### src/core/spab_pkg.sv
// constants for the serial pcs partner ability and digital control registers
package spab_pkg;
    // register addresses
    localparam logic [23:0] SPAB_ADDR_ABILITY = 24'h1f0005;
    localparam logic [23:0] SPAB_ADDR_EXPANSION = 24'h1f0006;
    localparam logic [23:0] SPAB_ADDR_DIGCTRL = 24'h1f8000;
    localparam logic [23:0] SPAB_ADDR_ANCTRL = 24'h1f8001;
    // partner ability / codeword field positions
    localparam int SPAB_BIT_NEXTPAGE = 15;
    localparam int SPAB_BIT_ACK = 14;
    localparam int SPAB_FAULT_HI = 13;
    localparam int SPAB_FAULT_LO = 12;
    localparam int SPAB_PAUSE_HI = 8;
    localparam int SPAB_PAUSE_LO = 7;
    localparam int SPAB_BIT_HALFDUP = 6;
    localparam int SPAB_BIT_FULLDUP = 5;
    // mask of codeword bits kept in the ability register (reserved read zero)
    localparam logic [15:0] SPAB_ABILITY_MASK = 16'hf1e0;
    // expansion register
    localparam int SPAB_BIT_PAGERX = 1;
    // digital control register
    localparam int SPAB_BIT_LOOPBACK = 14;
    localparam int SPAB_BIT_PWRSAVE = 11;
    localparam logic [15:0] SPAB_DIGCTRL_RESET = 16'h2400;
    // negotiation control register: mode field and status bit
    localparam int SPAB_MODE_HI = 2;
    localparam int SPAB_MODE_LO = 1;
    localparam int SPAB_BIT_ANDONE = 5;
    localparam logic [1:0] SPAB_MODE_SERDES = 2'h0;
    localparam logic [1:0] SPAB_MODE_SGMII = 2'h2;
    localparam logic [1:0] SPAB_MODE_RESET = 2'h2;
    localparam logic [15:0] SPAB_ZERO16 = 16'h0000;
endpackage

### src/core/spab_partner_ability.sv
// partner ability capture, page flag and digital control for the serial pcs
`timescale 1ns/1ps
// Operation
// - on negotiation completion, hold partner's last base-page codeword for software reads
// - ability bit 15 mirrors partner next-page; local next page never sent
// - ability bit 14 shows partner acknowledge bit
// - bits 13:12 show partner fault: none, offline, link failure, negotiation error
// - bits 8:7 show partner pause ability with the standard encoding
// - bit 6 reads one when partner advertises half duplex
// - bit 5 reads one when partner advertises full duplex; resets zero
// - expansion bit 1 latches high when a partner codeword arrives
// - control bit 14 loops received serial data back onto transmit
// - control bit 11 powers down receiver and transmitter, keeps pll
// - completion bit sets after acknowledge codewords exchanged
// - mode field selects serdes 00 or sgmii 10, reset to 10
// - serdes mode transmit codeword built from local advertisement fields
module spab_partner_ability
    import spab_pkg::*;
#(
    parameter int DATA_W = 10
) (
    // clock and reset
    input  wire logic              clk,
    input  wire logic              reset,
    // management register port
    input  wire logic [23:0]       regAddr,
    input  wire logic              regRead,
    input  wire logic              regWrite,
    input  wire logic [15:0]       regWrData,
    output logic      [15:0]       regRdData,
    // negotiation side of the pcs
    input  wire logic              rxPageStrobe,
    input  wire logic [15:0]       rxCodeword,
    input  wire logic              txAckSent,
    input  wire logic              anRestart,
    input  wire logic [15:0]       localAdvert,
    input  wire logic              localAck,
    output logic      [15:0]       txCodeword,
    output logic                   txCodewordValid,
    output logic                   anComplete,
    output logic      [1:0]        pcsMode,
    // serial data path
    input  wire logic [DATA_W-1:0] rxData,
    input  wire logic [DATA_W-1:0] txDataIn,
    output logic      [DATA_W-1:0] txData,
    output logic                   rxEnable,
    output logic                   txEnable,
    output logic                   pllEnable
);
    // refuse a data path width the serial mux cannot carry
    if (DATA_W < 1) begin : g_bad_width
        $error("DATA_W must be at least one");
    end

    logic [15:0]       ability_reg, ability_next;
    logic [15:0]       lastCw_reg, lastCw_next;
    logic              anDone_reg, anDone_next;
    logic [15:0]       digCtrl_reg, digCtrl_next;
    logic [1:0]        mode_reg, mode_next;
    logic [15:0]       rdData_reg, rdData_next;
    logic [15:0]       txCw_reg, txCw_next;
    logic [DATA_W-1:0] txData_reg, txData_next;
    logic              pageRx;
    logic              expRead;
    logic              loopOn;
    logic              pwrSave;
    logic              ackSeen;

    assign expRead = regRead && (regAddr == SPAB_ADDR_EXPANSION);
    assign loopOn  = digCtrl_reg[SPAB_BIT_LOOPBACK];
    assign pwrSave = digCtrl_reg[SPAB_BIT_PWRSAVE];
    assign ackSeen = rxPageStrobe && rxCodeword[SPAB_BIT_ACK] && txAckSent;

    // page received flag, cleared by reading the expansion register
    spab_sticky_flag u_page_flag (
        .clk      (clk),
        .reset    (reset),
        .setEvent (rxPageStrobe),
        .clearReq (expRead),
        .flag     (pageRx)
    );

    // negotiation state: last codeword, completion and captured ability
    always_comb begin
        lastCw_next  = lastCw_reg;
        anDone_next  = anDone_reg;
        ability_next = ability_reg;
        if (rxPageStrobe) begin
            lastCw_next = rxCodeword;
        end
        if (anRestart) begin
            anDone_next = 1'h0;
        end else if (ackSeen) begin
            anDone_next = 1'h1;
        end
        // capture only on completion so software sees a stable page
        if (ackSeen && !anRestart && !anDone_reg) begin
            ability_next = rxCodeword & SPAB_ABILITY_MASK;
        end
    end

    always_ff @(posedge clk or posedge reset) begin
        if (reset) begin
            lastCw_reg  <= SPAB_ZERO16;
            anDone_reg  <= 1'h0;
            ability_reg <= SPAB_ZERO16;
        end else begin
            lastCw_reg  <= lastCw_next;
            anDone_reg  <= anDone_next;
            ability_reg <= ability_next;
        end
    end

    // control registers; reserved mode codes are ignored on write
    always_comb begin
        digCtrl_next = digCtrl_reg;
        mode_next    = mode_reg;
        if (regWrite && regAddr == SPAB_ADDR_DIGCTRL) begin
            digCtrl_next = regWrData;
        end
        if (regWrite && regAddr == SPAB_ADDR_ANCTRL) begin
            if (regWrData[SPAB_MODE_HI:SPAB_MODE_LO] == SPAB_MODE_SERDES ||
                regWrData[SPAB_MODE_HI:SPAB_MODE_LO] == SPAB_MODE_SGMII) begin
                mode_next = regWrData[SPAB_MODE_HI:SPAB_MODE_LO];
            end
        end
    end

    always_ff @(posedge clk or posedge reset) begin
        if (reset) begin
            digCtrl_reg <= SPAB_DIGCTRL_RESET;
            mode_reg    <= SPAB_MODE_RESET;
        end else begin
            digCtrl_reg <= digCtrl_next;
            mode_reg    <= mode_next;
        end
    end

    // read mux, one cycle latency; unmapped addresses read zero
    always_comb begin
        rdData_next = rdData_reg;
        if (regRead) begin
            rdData_next = SPAB_ZERO16;
            if (regAddr == SPAB_ADDR_ABILITY) begin
                rdData_next = ability_reg;
            end else if (regAddr == SPAB_ADDR_EXPANSION) begin
                rdData_next[SPAB_BIT_PAGERX] = pageRx;
            end else if (regAddr == SPAB_ADDR_DIGCTRL) begin
                rdData_next = digCtrl_reg;
            end else if (regAddr == SPAB_ADDR_ANCTRL) begin
                rdData_next[SPAB_MODE_HI:SPAB_MODE_LO] = mode_reg;
                rdData_next[SPAB_BIT_ANDONE] = anDone_reg;
            end
        end
    end

    // transmit codeword and serial data path
    always_comb begin
        txCw_next = SPAB_ZERO16;
        if (mode_reg == SPAB_MODE_SERDES) begin
            txCw_next = localAdvert & SPAB_ABILITY_MASK;
            txCw_next[SPAB_BIT_ACK] = localAck;
        end
        txCw_next[SPAB_BIT_NEXTPAGE] = 1'h0;
        // powered-down transmitter sends nothing, loopback included
        if (pwrSave) begin
            txData_next = '0;
        end else if (loopOn) begin
            txData_next = rxData;
        end else begin
            txData_next = txDataIn;
        end
    end

    always_ff @(posedge clk or posedge reset) begin
        if (reset) begin
            rdData_reg <= SPAB_ZERO16;
            txCw_reg   <= SPAB_ZERO16;
            txData_reg <= '0;
        end else begin
            rdData_reg <= rdData_next;
            txCw_reg   <= txCw_next;
            txData_reg <= txData_next;
        end
    end

    assign regRdData       = rdData_reg;
    assign txCodeword      = txCw_reg;
    assign txCodewordValid = (mode_reg == SPAB_MODE_SERDES);
    assign anComplete      = anDone_reg;
    assign pcsMode         = mode_reg;
    assign txData          = txData_reg;
    assign rxEnable        = !pwrSave;
    assign txEnable        = !pwrSave;
    assign pllEnable       = 1'h1;     // pll stays up in power save

    a_ability_capture: assert property (@(posedge clk) disable iff (reset)
        $rose(anDone_reg) |-> ability_reg == ($past(rxCodeword) & SPAB_ABILITY_MASK))
        else $error("ability not captured at completion");
    a_ability_hold: assert property (@(posedge clk) disable iff (reset)
        anDone_reg && $past(anDone_reg) |-> $stable(ability_reg))
        else $error("ability changed after completion");
    a_no_nextpage: assert property (@(posedge clk) disable iff (reset)
        txCodeword[SPAB_BIT_NEXTPAGE] == 1'h0)
        else $error("next page advertised");
    a_ability_read: assert property (@(posedge clk) disable iff (reset)
        regRead && regAddr == SPAB_ADDR_ABILITY |=> regRdData == $past(ability_reg))
        else $error("ability read wrong");
    a_fault_pause: assert property (@(posedge clk) disable iff (reset)
        $rose(anDone_reg) |-> ability_reg[SPAB_FAULT_HI:SPAB_PAUSE_LO] ==
            ($past(rxCodeword[SPAB_FAULT_HI:SPAB_PAUSE_LO]) & 7'h63))
        else $error("fault or pause field wrong");
    a_duplex_bits: assert property (@(posedge clk) disable iff (reset)
        $rose(anDone_reg) |-> ability_reg[SPAB_BIT_HALFDUP:SPAB_BIT_FULLDUP] ==
            $past(rxCodeword[SPAB_BIT_HALFDUP:SPAB_BIT_FULLDUP]))
        else $error("duplex bits wrong");
    a_page_latch: assert property (@(posedge clk) disable iff (reset)
        rxPageStrobe |=> pageRx ##1 (pageRx || $past(expRead)))
        else $error("page flag not latched");
    a_read_clear: assert property (@(posedge clk) disable iff (reset)
        expRead && !rxPageStrobe |=> !pageRx)
        else $error("page flag not cleared by read");
    a_loopback_path: assert property (@(posedge clk) disable iff (reset)
        loopOn && !pwrSave |=> txData == $past(rxData))
        else $error("loopback data wrong");
    a_power_save: assert property (@(posedge clk) disable iff (reset)
        pwrSave |-> !rxEnable && !txEnable && pllEnable)
        else $error("power save enables wrong");
    a_an_complete: assert property (@(posedge clk) disable iff (reset)
        ackSeen && !anRestart |=> anComplete)
        else $error("completion not set");
    a_mode_legal: assert property (@(posedge clk) disable iff (reset)
        pcsMode == SPAB_MODE_SERDES || pcsMode == SPAB_MODE_SGMII)
        else $error("reserved mode code");
    a_tx_codeword: assert property (@(posedge clk) disable iff (reset)
        mode_reg == SPAB_MODE_SERDES && $stable(mode_reg) |=>
            txCodeword[SPAB_FAULT_HI:SPAB_BIT_FULLDUP] ==
            ($past(localAdvert[SPAB_FAULT_HI:SPAB_BIT_FULLDUP]) & 9'h18f))
        else $error("tx codeword not from advertisement");
endmodule // spab_partner_ability

### src/core/spab_sticky_flag.sv
// sticky event flag, set by hardware, cleared by a host read
`timescale 1ns/1ps
module spab_sticky_flag (
    // clock and reset
    input  wire logic clk,
    input  wire logic reset,
    // event and clear
    input  wire logic setEvent,
    input  wire logic clearReq,
    // state
    output logic      flag
);
    logic flag_reg;
    logic flag_next;

    // set wins over a clear in the same cycle so no page is lost
    always_comb begin
        flag_next = flag_reg;
        if (clearReq) begin
            flag_next = 1'h0;
        end
        if (setEvent) begin
            flag_next = 1'h1;
        end
    end

    always_ff @(posedge clk or posedge reset) begin
        if (reset) begin
            flag_reg <= 1'h0;
        end else begin
            flag_reg <= flag_next;
        end
    end

    assign flag = flag_reg;
endmodule // spab_sticky_flag

### config.mk
export PLATFORM = sky130hd
export DESIGN_NAME = spab_partner_ability
export DESIGN_NICKNAME = d
export VERILOG_FILES = /design/src/core/spab_pkg.sv /design/src/core/spab_partner_ability.sv /design/src/core/spab_sticky_flag.sv
export SDC_FILE = /design/constraint.sdc
export NUM_CORES = 1
export LEC_CHECK = 0
export BUFFER_PORTS_ARGS = -buffer_cell sky130_fd_sc_hd__buf_2
export CAP_MARGIN = 5
export CELL_PAD_IN_SITES_DETAIL_PLACEMENT = 0
export CELL_PAD_IN_SITES_GLOBAL_PLACEMENT = 2
export CORE_MARGIN = 2
export CORE_UTILIZATION = 28
export CTS_CLUSTER_SIZE = 30
export DETAILED_ROUTE_END_ITERATION = 8
export HOLD_SLACK_MARGIN = 0.06
export PLACE_DENSITY = 0.82
export SLEW_MARGIN = 5
export SYNTH_ARGS = -nofsm -noshare
export SYNTH_HDL_FRONTEND = slang
export SYNTH_SLANG_ARGS = --single-unit
### constraint.sdc
create_clock -name clk -period 2.62 [get_ports clk]
set_clock_uncertainty 0.1 [all_clocks]
set_input_delay 0.131 -clock clk [delete_from_list [all_inputs] [get_ports clk]]
set_output_delay 0.131 -clock clk [all_outputs]
set_load 0.1 [all_outputs]
After elaboration in Yosys (flattened, before gate mapping)
Index checks and enable logic that the tools add are counted.
{ "classes": {"n_eq_ne": 5, "reduce_logical": 16, "n_mux": 18} }
{ "ops": {"columns": ["op", "count"], "rows": [
  ["$eq A24 B21 Y1 const B", 4],
  ["$mux W10", 3],
  ["$mux W16", 1],
  ["$mux W15", 1],
  ["$mux W14", 1],
  ["$mux W1", 9],
  ["$logic_and A1 B1 Y1", 7],
  ["$mux W2", 3],
  ["$logic_not A2 Y1", 2],
  ["$reduce_bool A2 Y1", 2],
  ["$logic_not A1 Y1", 3],
  ["$eq A2 B2 Y1 const B", 1],
  ["$reduce_and A2 Y1", 1],
  ["$logic_or A1 B1 Y1", 1]
]} }
{ "totals": {"ff_bits": 69} }

Longest topological paths before layout
Gate-level depths: netlist of run 1.
{ "depth": {"word_depth": 5, "ltp_mapped": 6, "ltp_nobuf": 4} }

Cells and area by module
A second synthesis of run 1 with hierarchy kept.
{ "unflattened": {"cells_unflattened": 229, "area_unflattened_um2": 2751.4} }
{ "by_module_without_submodules": {"columns": ["module", "n_inst", "seq_area_each_um2", "cells_per_inst", "area_per_inst_um2"], "rows": [
  ["spab_partner_ability", 1, 1505.2, 225, 2711.4],
  ["spab_sticky_flag", 1, 25.0, 4, 40.0]
]} }

Least setup slack after synthesis of run 1
No wires, ideal clock.
{ "synth_timing": {"path_kind": "register -> register", "start": "reg mode_reg[0] (netlist: pcsMode[0])", "end": "reg txCw_reg[12] (netlist: txCodeword[12])", "n_path_buf": 0, "setup_time_ps": 73, "path_stages_with_launch": 3, "required_ps": 2447, "period_less_slack_ps": 2718, "t_arrival_ps": 2545, "path_slack_ps": -98, "path_cell_list": "dfrtp_1 nor2_1 and2_1"} }
{ "synth_between": {"elab_chain_len": 2} }
{ "synth_rtl": {"columns": ["element", "line", "source"], "rows": [
  ["start: declaration", "spab_partner_ability.sv:59", "logic [1:0] mode_reg, mode_next;"],
  ["start signal: assignment", "spab_partner_ability.sv:135", "mode_reg <= mode_next;"],
  ["$logic_not A2 Y1", null, null],
  ["via txCodewordValid", "spab_partner_ability.sv:39", "output logic txCodewordValid,"],
  ["$mux W15", "spab_partner_ability.sv:160", "if (mode_reg == SPAB_MODE_SERDES) begin"],
  ["via txCw_next[12]", "spab_partner_ability.sv:61", "logic [15:0] txCw_reg, txCw_next;"],
  ["end signal: assignment", "spab_partner_ability.sv:182", "txCw_reg <= txCw_next;"],
  ["end: declaration", "spab_partner_ability.sv:61", null]
]} }
The timed path passes the listed nets, and every way through them passes these cells.
A chain may end at the register's enable or synchronous reset.

Worst setup path in the final report of run 1
{ "layout_timing": {"start": "reg digCtrl_reg[14]", "end": "reg txData_reg[9] (netlist: txData[9])"} }
{ "layout_between": {"elab_chain_len": 2} }
{ "layout_rtl": {"columns": ["element", "line", "source"], "rows": [
  ["start: declaration", "spab_partner_ability.sv:58", "logic [15:0] digCtrl_reg, digCtrl_next;"],
  ["start signal: assignment", "spab_partner_ability.sv:134", "digCtrl_reg <= digCtrl_next;"],
  ["$mux W10", "spab_partner_ability.sv:168", "end else if (loopOn) begin"],
  ["$mux W10", "spab_partner_ability.sv:166", "if (pwrSave) begin"],
  ["via txData_next[9]", "spab_partner_ability.sv:62", "logic [DATA_W-1:0] txData_reg, txData_next;"],
  ["end signal: assignment", "spab_partner_ability.sv:183", "txData_reg <= txData_next;"],
  ["end: declaration", "spab_partner_ability.sv:62", null]
]} }
The timed path passes the listed nets, and every way through them passes these cells.

==> summary.md, run 1 <==
| Metric | Value |
|---|---|
| Crit end category | `flip-flop` |
| Maxcap violations | `0` |
| Avg Inst Size Synth | `12.1 um^2` |
| Setup TNS | `0 ps` |
| Initial Utilization | `28.5%` |
| Initial antenna violation count | `0` |
| Cell Area, Placed | `0.00344 mm^2` |
| Area Growth Syn to Fin | `50.9%` |
| Input/output buffers | `120` |
| Register area share after synthesis | `55.8%` |
| Critical path destination | `txData[9]` |
| Num CTS Buffers | `9` |
| Clock sinks | `61` |
| Boundary pin count | `149` |
| Yosys reg bits | `61` |
| Reg-to-reg endpoint | `txData[9]` |
| Worst setup margin | `774 ps` |
| Ant diodes | `0` |
| PwrDens | `507 mW/mm^2` |
| Post-layout min period | `1850 ps` |
| FP Rows | `36` |
| Highest clock rate | `542 MHz` |
| Vias | `~2300` |
| Pin count of the biggest net entering global routing | `37` |
| Share of layout cells above drive strength 1 | `42.7%` |
| Ys Warns | `0` |
| Fin nets | `505` |
| Launching point of the worst reg2reg path | `digCtrl_reg[14]` |
| Die area | `0.0106 mm^2` |
| Worst-Margin Slew | `about 770 ps` |
| Grt ovf | `0` |
| Vias in the first global route | `2342` |
| GRT Overall Usage | `13.8%` |
| Worst Setup Start Kind | `flip-flop` |
| CTS tree | `built` |
| Worst-path maximum fanout | `12` |
| Post-CTS sizing | `0` |
| Max Slew Vio Count | `0` |
| Final hold slack | `101 ps` |
| Drt drc | `0` |
| Path depth of the worst reg2reg path | `3` |
| Total power | `2.10 mW` |
| First drt pass iteration count | `3` |
| Pre-CTS setup slack | `695 ps` |
| Die extent in x | `103 um` |
| Post-synthesis instance total | `227` |
| Post-Layout Inst Area | `0.00414 mm^2` |
| Placed Cells | `473` |
| Hold Crit Class | `in -> reg` |
| Post-DP HPWL | `4950 um` |
| Unrepaired setup endpoints after global routing | `false` |
| H-tree depth | `3` |
| Distinct cells, synth | `37` |
| Final ANT Viol Nets | `0` |
| Routed WL per cell | `12.8 um` |
| Root buf cell | `clkbuf_8` |
| Final worst-path cycle share | `70.5%` |
| Synth Cell Area | `0.00274 mm^2` |
| Iter 0 DRT Violations | `49` |
| First-pass GRT wire length | `11100 um` |
| Post-Route WL | `between 6000 and 7000 um` |
| Kind of critical path | `reg -> reg` |
| Vias per inst | `4.20` |
| Die H | `103 um` |
| Final GP Congestion | `approximately 0.75` |
| Req. time, crit path | `2720 ps` |
| Clock Latency Late Sink | `between 300 and 400 ps` |
| Commonest non-fill, non-tap cell in the layout | `buf_2` |
| Max VDD drop | `0.000256 V` |
| Slew margin rel. | `48.5%` |
| R2R Setup Slk | `~770 ps` |
| Final Setup Violations | `0` |
| Final Hold Fails | `0` |
| Critical Path Start | `digCtrl_reg[14]` |
| Fill cells | `945` |
| Core Util, Final | `between 40% and 50%` |
| Worst-path clk slew | `70 ps` |
| Core ar. | `0.00964 mm^2` |
| Fin cells | `543` |
| CP Data Arrival Time | `1950 ps` |
| Commonest cells after routing, fill and taps aside | `120 x buf_2, 58 x dfrtp_1, 54 x dlygate4sd3_1` |
| Lkg Pwr | `just under 2 nW` |
| Maximum buffer depth of the clock tree | `2` |
| Status | `completed` |
-- power breakdown --
part | switching (mW) | total, mW | leakage [nW] | internal, mW
Sequential | 0.0173 | 0.998 | 0.778 | 0.981
Clock | 0.364 | 0.700 | 0.0829 | 0.337
Combinational | 0.257 | 0.401 | 1.12 | 0.145
Total | 0.638 | 2.10 | 1.98 | 1.46
-- layer usage --
metal	GRT usage, %	vias to the layer above	routed length [um]
met5	0	-	0
met4	6.07	0	91
met3	4.00	10	396
met2	22.8	73	3450
met1	16.8	1073	3000
li1	-	1126	-
-- cell families after synthesis --
| group | after synthesis | share of synthesized area, % |
|---|---|---|
| AND/OR/NAND/NOR | 61 | 13.0 |
| AO/OA/AOI/OAI | 27 | 7.11 |
| buffers and inverters | 39 | 7.71 |
| multiplexers | 37 | 16.1 |
| other | 2 | 0.274 |
| flip-flops | 61 | 55.8 |
-- worst max-delay path, cell delays in order (launching register included) --
cell	delay, ps
dfrtp_1	750
mux2i_1	250
dlygate4sd3_1	570
nor2_1	40
-- cells in the mapped netlist, drive strengths merged --
cell	count	area, um^2
dfrtp	58	1450
mux2	27	342
inv	19	71.3
o22ai	16	100
buf	15	121
nor2	13	48.8
nand2	11	41.3
mux2i	10	100
and2	8	50.1
nand3	8	40.0
a22o	7	61.3
clkbuf	5	18.8
dfstp	3	78.8
nor2b	3	18.8
nor4	3	18.8
a32o	2	20.0
conb	2	7.51
nand4	2	12.5
nor3	2	21.3
nor3b	2	31.3
a21o	1	7.51
a31oi	1	6.26
and3	1	6.26
and3b	1	8.76
and4	1	8.76
nand2b	1	6.26
nand3b	1	11.3
nand4b	1	8.76
nor4b	1	8.76
nor4bb	1	10.0
or3	1	6.26
-- final cells by class --
cell class                      instances  area [um^2]  area share, %
Sequential cell                        61         1530           37.0
Timing Repair Buffer                  179         1180           28.5
Multi-Input combinational cell        135         1030           25.0
Tap cell                              133          166           4.02
Clock buffer                           11          131           3.17
Inverter                               19         71.3           1.72
Clock inverter                          5         27.5          0.665
-- worst min path at each step --
| stage | start | to | slack [ps] | depth (start not counted) |
|---|---|---|---|---|
| global placement | anRestart | anComplete | 200 | 2 |
| CTS | regWrite | pcsMode[0] | 80 | 4 |
| finish | regWrite | pcsMode[0] | 100 | 4 |
| floorplan | anRestart | anComplete | 100 | 1 |
| global route | regWrite | pcsMode[0] | 110 | 4 |
| detailed placement | anRestart | anComplete | 210 | 2 |
-- what timing repair did --
item / 4_1_cts / 5_1_grt
buffers inserted: 0 / 0
hold buffers: 54 / 0
endpoints found under the hold margin: 75 / 0
(Power assumes the default switching activity.)
==> run 2: changes to the inputs <==
Settings changed: CORE_UTILIZATION 28 to 26, PLACE_DENSITY 0.82 to 0.77.
Clock period 2.62 ns to 1.7 ns, I/O delays scaled along.
==> run 2 against run 1 <==
Die area up 7.4%. Worst setup slack worse by 660 ps. Sequential cell count unchanged. Register-to-register slack worse by 450 ps. Clock power up 64%. Routed wire length up 1.6%. Sequential share of layout area down 0.97 points. Global-route usage down 0.58 points. Critical path depth down 1. Via count up 0.48%. Highest routed layer unchanged.
==> summary.md, run 2 (synthesized netlist as in run 1, its figures left out) <==
| Metric | Value |
|---|---|
| Status | `completed` |
| Area Growth Syn to Fin | `55.2%` |
| Worst-path clk slew | `70 ps` |
| Final ANT Viol Nets | `0` |
| Iter 0 DRT Violations | `47` |
| Vias per inst | `about 4.1` |
| First-pass GRT wire length | `11600 um` |
| Vias in the first global route | `around 2400` |
| Grt ovf | `0` |
| Initial Utilization | `a little over a quarter` |
| Unrepaired setup endpoints after global routing | `false` |
| Slew margin rel. | `57.5%` |
| Boundary pin count | `149` |
| Maxcap violations | `0` |
| Max VDD drop | `0.000355 V` |
| Commonest cells after routing, fill and taps aside | `120 x buf_2, 56 x dfrtp_1, 55 x dlygate4sd3_1` |
| FP Rows | `37` |
| Area occupied by registers | `roughly 0.0015 mm^2` |
| Pre-CTS setup slack | `-125 ps` |
| Worst-Margin Slew | `637 ps` |
| Worst Setup Start Kind | `flip-flop` |
| Fill cells | `1026` |
| Final Hold Fails | `0` |
| Die area | `0.0114 mm^2` |
| Maximum buffer depth of the clock tree | `2` |
| Post-DP HPWL | `5130 um` |
| H-tree depth | `3` |
| PwrDens | `778 mW/mm^2` |
| Highest clock rate | `630 MHz` |
| Post-Route WL | `7050 um` |
| Final Setup Violations | `0` |
| Post-layout min period | `1590 ps` |
| CP Data Arrival Time | `approximately 1400 ps` |
| Setup TNS | `0 ps` |
| Lkg Pwr | `2.04 nW` |
| GRT Overall Usage | `13.2%` |
| First drt pass iteration count | `4` |
| Initial antenna violation count | `0` |
| Clock sinks | `between 60 and 70` |
| Ant diodes | `0` |
| Fin nets | `513` |
| Final GP Congestion | `~0.73` |
| Die extent in x | `107 um` |
| Vias | `roughly 2300` |
| Clock Latency Late Sink | `340 ps` |
| Die H | `approximately 110 um` |
| Pin count of the biggest net entering global routing | `62` |
| Final worst-path cycle share | `93.3%` |
| CTS tree | `built` |
| Drt drc | `0` |
| Core ar. | `slightly above 0.01 mm^2` |
| Req. time, crit path | `1510 ps` |
| Worst setup margin | `~110 ps` |
| Input/output buffers | `120` |
| Total power | `3.31 mW` |
| Multi-input gate area | `0.00104 mm^2` |
| Root buf cell | `clkbuf_8` |
| Crit end category | `output pin` |
| Routed WL per cell | `~13 um` |
| Max Slew Vio Count | `0` |
| Kind of critical path | `reg -> out` |
| Post-CTS sizing | `0` |
| Worst-path maximum fanout | `8` |
| Share of layout cells above drive strength 1 | `44.6%` |
| Hold Crit Class | `in -> reg` |
| Commonest non-fill, non-tap cell in the layout | `buf_2` |
| Num CTS Buffers | `9` |
run 2: cell types whose count changed in the layout (fill, tap and decap cells not counted):
cell	delta
clkinv_4	+1
clkbuf_1	-2
dfrtp_1	-2
clkinv_2	-1
buf_12	+2
nor2_4	+1
dlygate4sd3_1	+1
inv_1	-1
nor2_2	-1
buf_4	+5
clkbuf_8	+2
dfrtp_2	+2
run 2: layout make-up:
type                    count  share of cell area (%)
multi-input cells         135                    24.4
repair buffers            187                    29.7
flip-flops and latches     61                    36.0
clock inverters             4                   0.558
inverters                  19                    1.76
clock buffers              11                    3.55
well taps                 136                    4.00
run 2: repair_timing:
action                    in CTS  in global routing
hold endpoints to repair     104                  0
setup buffers                  0                  0
hold buffers                  55                  0
run 2: through the flow:
stage | area [um^2] | instances | hold WS [ps] | util [%]
finish | 4260 | 553 | 100 | 41.4
global route | 4260 | 553 | 95.7 | 41.4
CTS | 4260 | 553 | 78.1 | 41.4
detailed placement | 3530 | 483 | 75.8 | 34.4
global placement | 3530 | 483 | 72.6 | 34.4
floorplan | 2790 | 235 | 47.7 | -
run 2: final timing paths:
path / cells past startpoint / start / end / slack, ps
hold / removal: 4 / rxCodeword[14] / ability_reg[14] / 100
setup reg to reg: 3 / anComplete / anComplete / 320
min in group asynchronous: 4 / reset / txData[9] / 240
hold reg to reg: 1 / ability_reg[14] / ability_reg[14] / 380
setup / recovery: 2 / pcsMode[0] / txCodewordValid / 110
max in group asynchronous: 4 / reset / digCtrl_reg[13] / 930
run 2: report_power, final:
| part | switching, mW | internal [mW] | total, mW | leakage, nW |
|---|---|---|---|---|
| Clock | 0.554 | 0.595 | 1.15 | 0.0949 |
| Sequential | 0.0273 | 1.51 | 1.54 | 0.774 |
| Combinational | 0.397 | 0.230 | 0.627 | 1.17 |
| Total | 0.979 | 2.34 | 3.31 | 2.04 |
run 2: worst max-delay path: stages (launching register included):
cell	delay, ps
dfrtp_2	430
nor2_4	190
buf_2	460
run 2: metal layers:
metal | GRT usage [%] | share of wire (%) | vias up
li1 | - | - | 1139
met1 | 15.1 | 40 | 1075
met2 | 22.7 | 52 | 69
met3 | 5.17 | 6.9 | 10
met4 | 4.08 | 1.1 | 0
met5 | 0 | 0 | -
==> run 3: changes to the inputs <==
==> constraint.sdc (replaced) <==
create_clock -name clk -period 1.7 [get_ports clk]
set_clock_uncertainty 0.1 [all_clocks]
set_input_delay 0.17 -clock clk [delete_from_list [all_inputs] [get_ports clk]]
set_output_delay 0.17 -clock clk [all_outputs]
set_load 0.1 [all_outputs]
==> run 3 against run 2 <==
Fmax is 2.6% lower. Non-clock buffer count up 3. Sequential cell count is the same. Worst setup slack got worse by 42 ps. Routed wire length up 4.2%. First-iteration DRC count down 6.4%. Register-to-register slack worse by 30 ps. Final area is 1.3% higher. Highest routed layer unchanged.
==> summary.md, run 3 (synthesized netlist as in run 1, its figures left out) <==
| Metric | Value |
|---|---|
| Grt met3 use | `4.50%` |
| Final GP Congestion | `0.761` |
| Final worst-path cycle share | `95.8%` |
| Worst-Margin Slew | `652 ps` |
| Worst Hold Path EP | `ability_reg[14]` |
| Clock sinks | `61` |
| Req. time, crit path | `1430 ps` |
| Worst Setup Start Kind | `flip-flop` |
| Area Growth Syn to Fin | `57.2%` |
| Routed WL per cell | `13.2 um` |
| Iter 0 DRT Violations | `44` |
| Crit-path leading delay family | `flip-flops` |
| Status | `completed` |
| Post-DP HPWL | `5420 um` |
| First drt pass iteration count | `3` |
| Die H | `107 um` |
| Pin count of the biggest net entering global routing | `28` |
| Final ANT Viol Nets | `0` |
| Maximum buffer depth of the clock tree | `2` |
| Clock power share | `38.4%` |
| Internal | `~2.5 mW` |
| Initial antenna violation count | `0` |
| Cell Area, Placed | `0.00356 mm^2` |
| R2R Setup Slk | `290 ps` |
| Num CTS Buffers | `9` |
| H-tree depth | `3` |
| Reg-to-reg endpoint | `anComplete` |
| Setup TNS | `0 ps` |
| Input/output buffers | `120` |
| Commonest non-fill, non-tap cell in the layout | `buf_2` |
| Cells along the critical path | `buf_2` |
| Fin nets | `between 500 and 600` |
| Drt drc | `0` |
| Crit end category | `output pin` |
| Kind of critical path | `reg -> out` |
| Met1 Use GR | `16.0%` |
| Core Util, Final | `42.0%` |
| Initial Utilization | `26.7%` |
| Die extent in x | `107 um` |
| Post-Layout Inst Area | `0.00431 mm^2` |
| Path depth of the worst reg2reg path | `3` |
| Worst path max stage delay | `580 ps` |
| Crit path buffers/inverters | `1` |
| Final Hold Fails | `0` |
| Final hold slack | `around 180 ps` |
| First-pass GRT wire length | `12200 um` |
| Post-Route WL | `7340 um` |
| Core ar. | `roughly 0.010 mm^2` |
| CTS tree | `built` |
| Launching point of the worst reg2reg path | `anComplete` |
| Fin cells | `557` |
| Gr busiest metal | `met2` |
| Reg power frac | `43.5%` |
| Max VDD drop | `0.000466 V` |
| Post-layout min period | `around 1600 ps` |
| Die area | `0.0114 mm^2` |
| Root buf cell | `clkbuf_8` |
| Hold Crit Class | `in -> reg` |
| Switching power | `0.991 mW` |
| Logic gate share of total power | `18.0%` |
| Commonest cells after routing, fill and taps aside | `119 x buf_2, 57 x dfrtp_1, 54 x dlygate4sd3_1` |
| Slowest-stage cell, CP | `dfstp_2` |
| Max Slew Vio Count | `0` |
| PwrDens | `819 mW/mm^2` |
| Grt ovf | `0` |
| Slew margin rel. | `56.5%` |
| Worst-path clk slew | `roughly 70 ps` |
| Highest clock rate | `614 MHz` |
| Grt met2 use | `24.6%` |
| Vias per inst | `4.21` |
| Ant diodes | `0` |
| Share of layout cells above drive strength 1 | `45.1%` |
| Placed Cells | `487` |
| Boundary pin count | `149` |
| Hold path depth | `4` |
| CP Data Arrival Time | `1360 ps` |
| Clock Latency Late Sink | `330 ps` |
| Hold Startpoint | `rxCodeword[14]` |
| Unrepaired setup endpoints after global routing | `false` |
| Worst-path maximum fanout | `4` |
| FP Rows | `37` |
| Vias | `2344` |
| Sw Ratio | `28.1%` |
| Final Setup Violations | `0` |
| Lkg Pwr | `2.06 nW` |
| GRT Overall Usage | `13.9%` |
| Maxcap violations | `0` |
| Vias in the first global route | `2521` |
==> run 3: worst max-delay path by stage <==
stage,startpoint,endpoint,slack [ps],cells past startpoint
final,pcsMode[1],pcsMode[1],70,1
after global routing,regAddr[8],regRdData[13],20,6
after global placement,regAddr[8],pcsMode[1],-190,7
after detailed placement,regAddr[8],regRdData[7],-170,6
after floorplan,pcsMode[0],txCodeword[12],-120,2
after CTS,pcsMode[1],pcsMode[1],50,1
==> run 3: layout make-up <==
cell class	count	area (um^2)
inverters	19	78.8
repair buffers	190	1280
flip-flops and latches	61	1530
fillers	1020	5960
well taps	136	170
clock buffers	13	169
clock inverters	3	42.5
multi-input cells	135	1050
==> run 3: power groups by stage <==
stage | logic [mW] | registers (mW) | clock network [mW]
after floorplan | 0.233 | 1.72 | 0
after global placement | 0.541 | 1.56 | 0
after detailed placement | 0.547 | 1.57 | 0
after CTS | 0.641 | 1.54 | 1.42
after global routing | 0.680 | 1.55 | 1.48
final | 0.637 | 1.54 | 1.36
==> run 3: per-layer routing <==
| metal | routed length, um | part of all wire (%) |
|---|---|---|
| met2 | 3800 | 52 |
| met1 | 3040 | 41 |
| met3 | 385 | 5.2 |
| met4 | 119 | 1.6 |
| met5 | 0 | 0 |
==> run 3: metrics by stage <==
stage                     worst slack, ps  total power, mW
after CTS                            46.4             3.60
after global placement               -189             2.11
final                                71.1             3.53
after floorplan                      -124             1.95
after global routing                 22.1             3.71
after detailed placement             -171             2.11
==> run 3: tightest hold or removal path: stages <==
cell and delay, ps:
buf_2 90, nand4_1 70, buf_4 180, nand2b_1 70
==> run 3: what timing repair did <==
action	CTS	global route
hold endpoints to repair	63	0
endpoints found under the setup margin	1	0
hold buffers	54	0
setup buffers	0	0
resized for setup	1	0
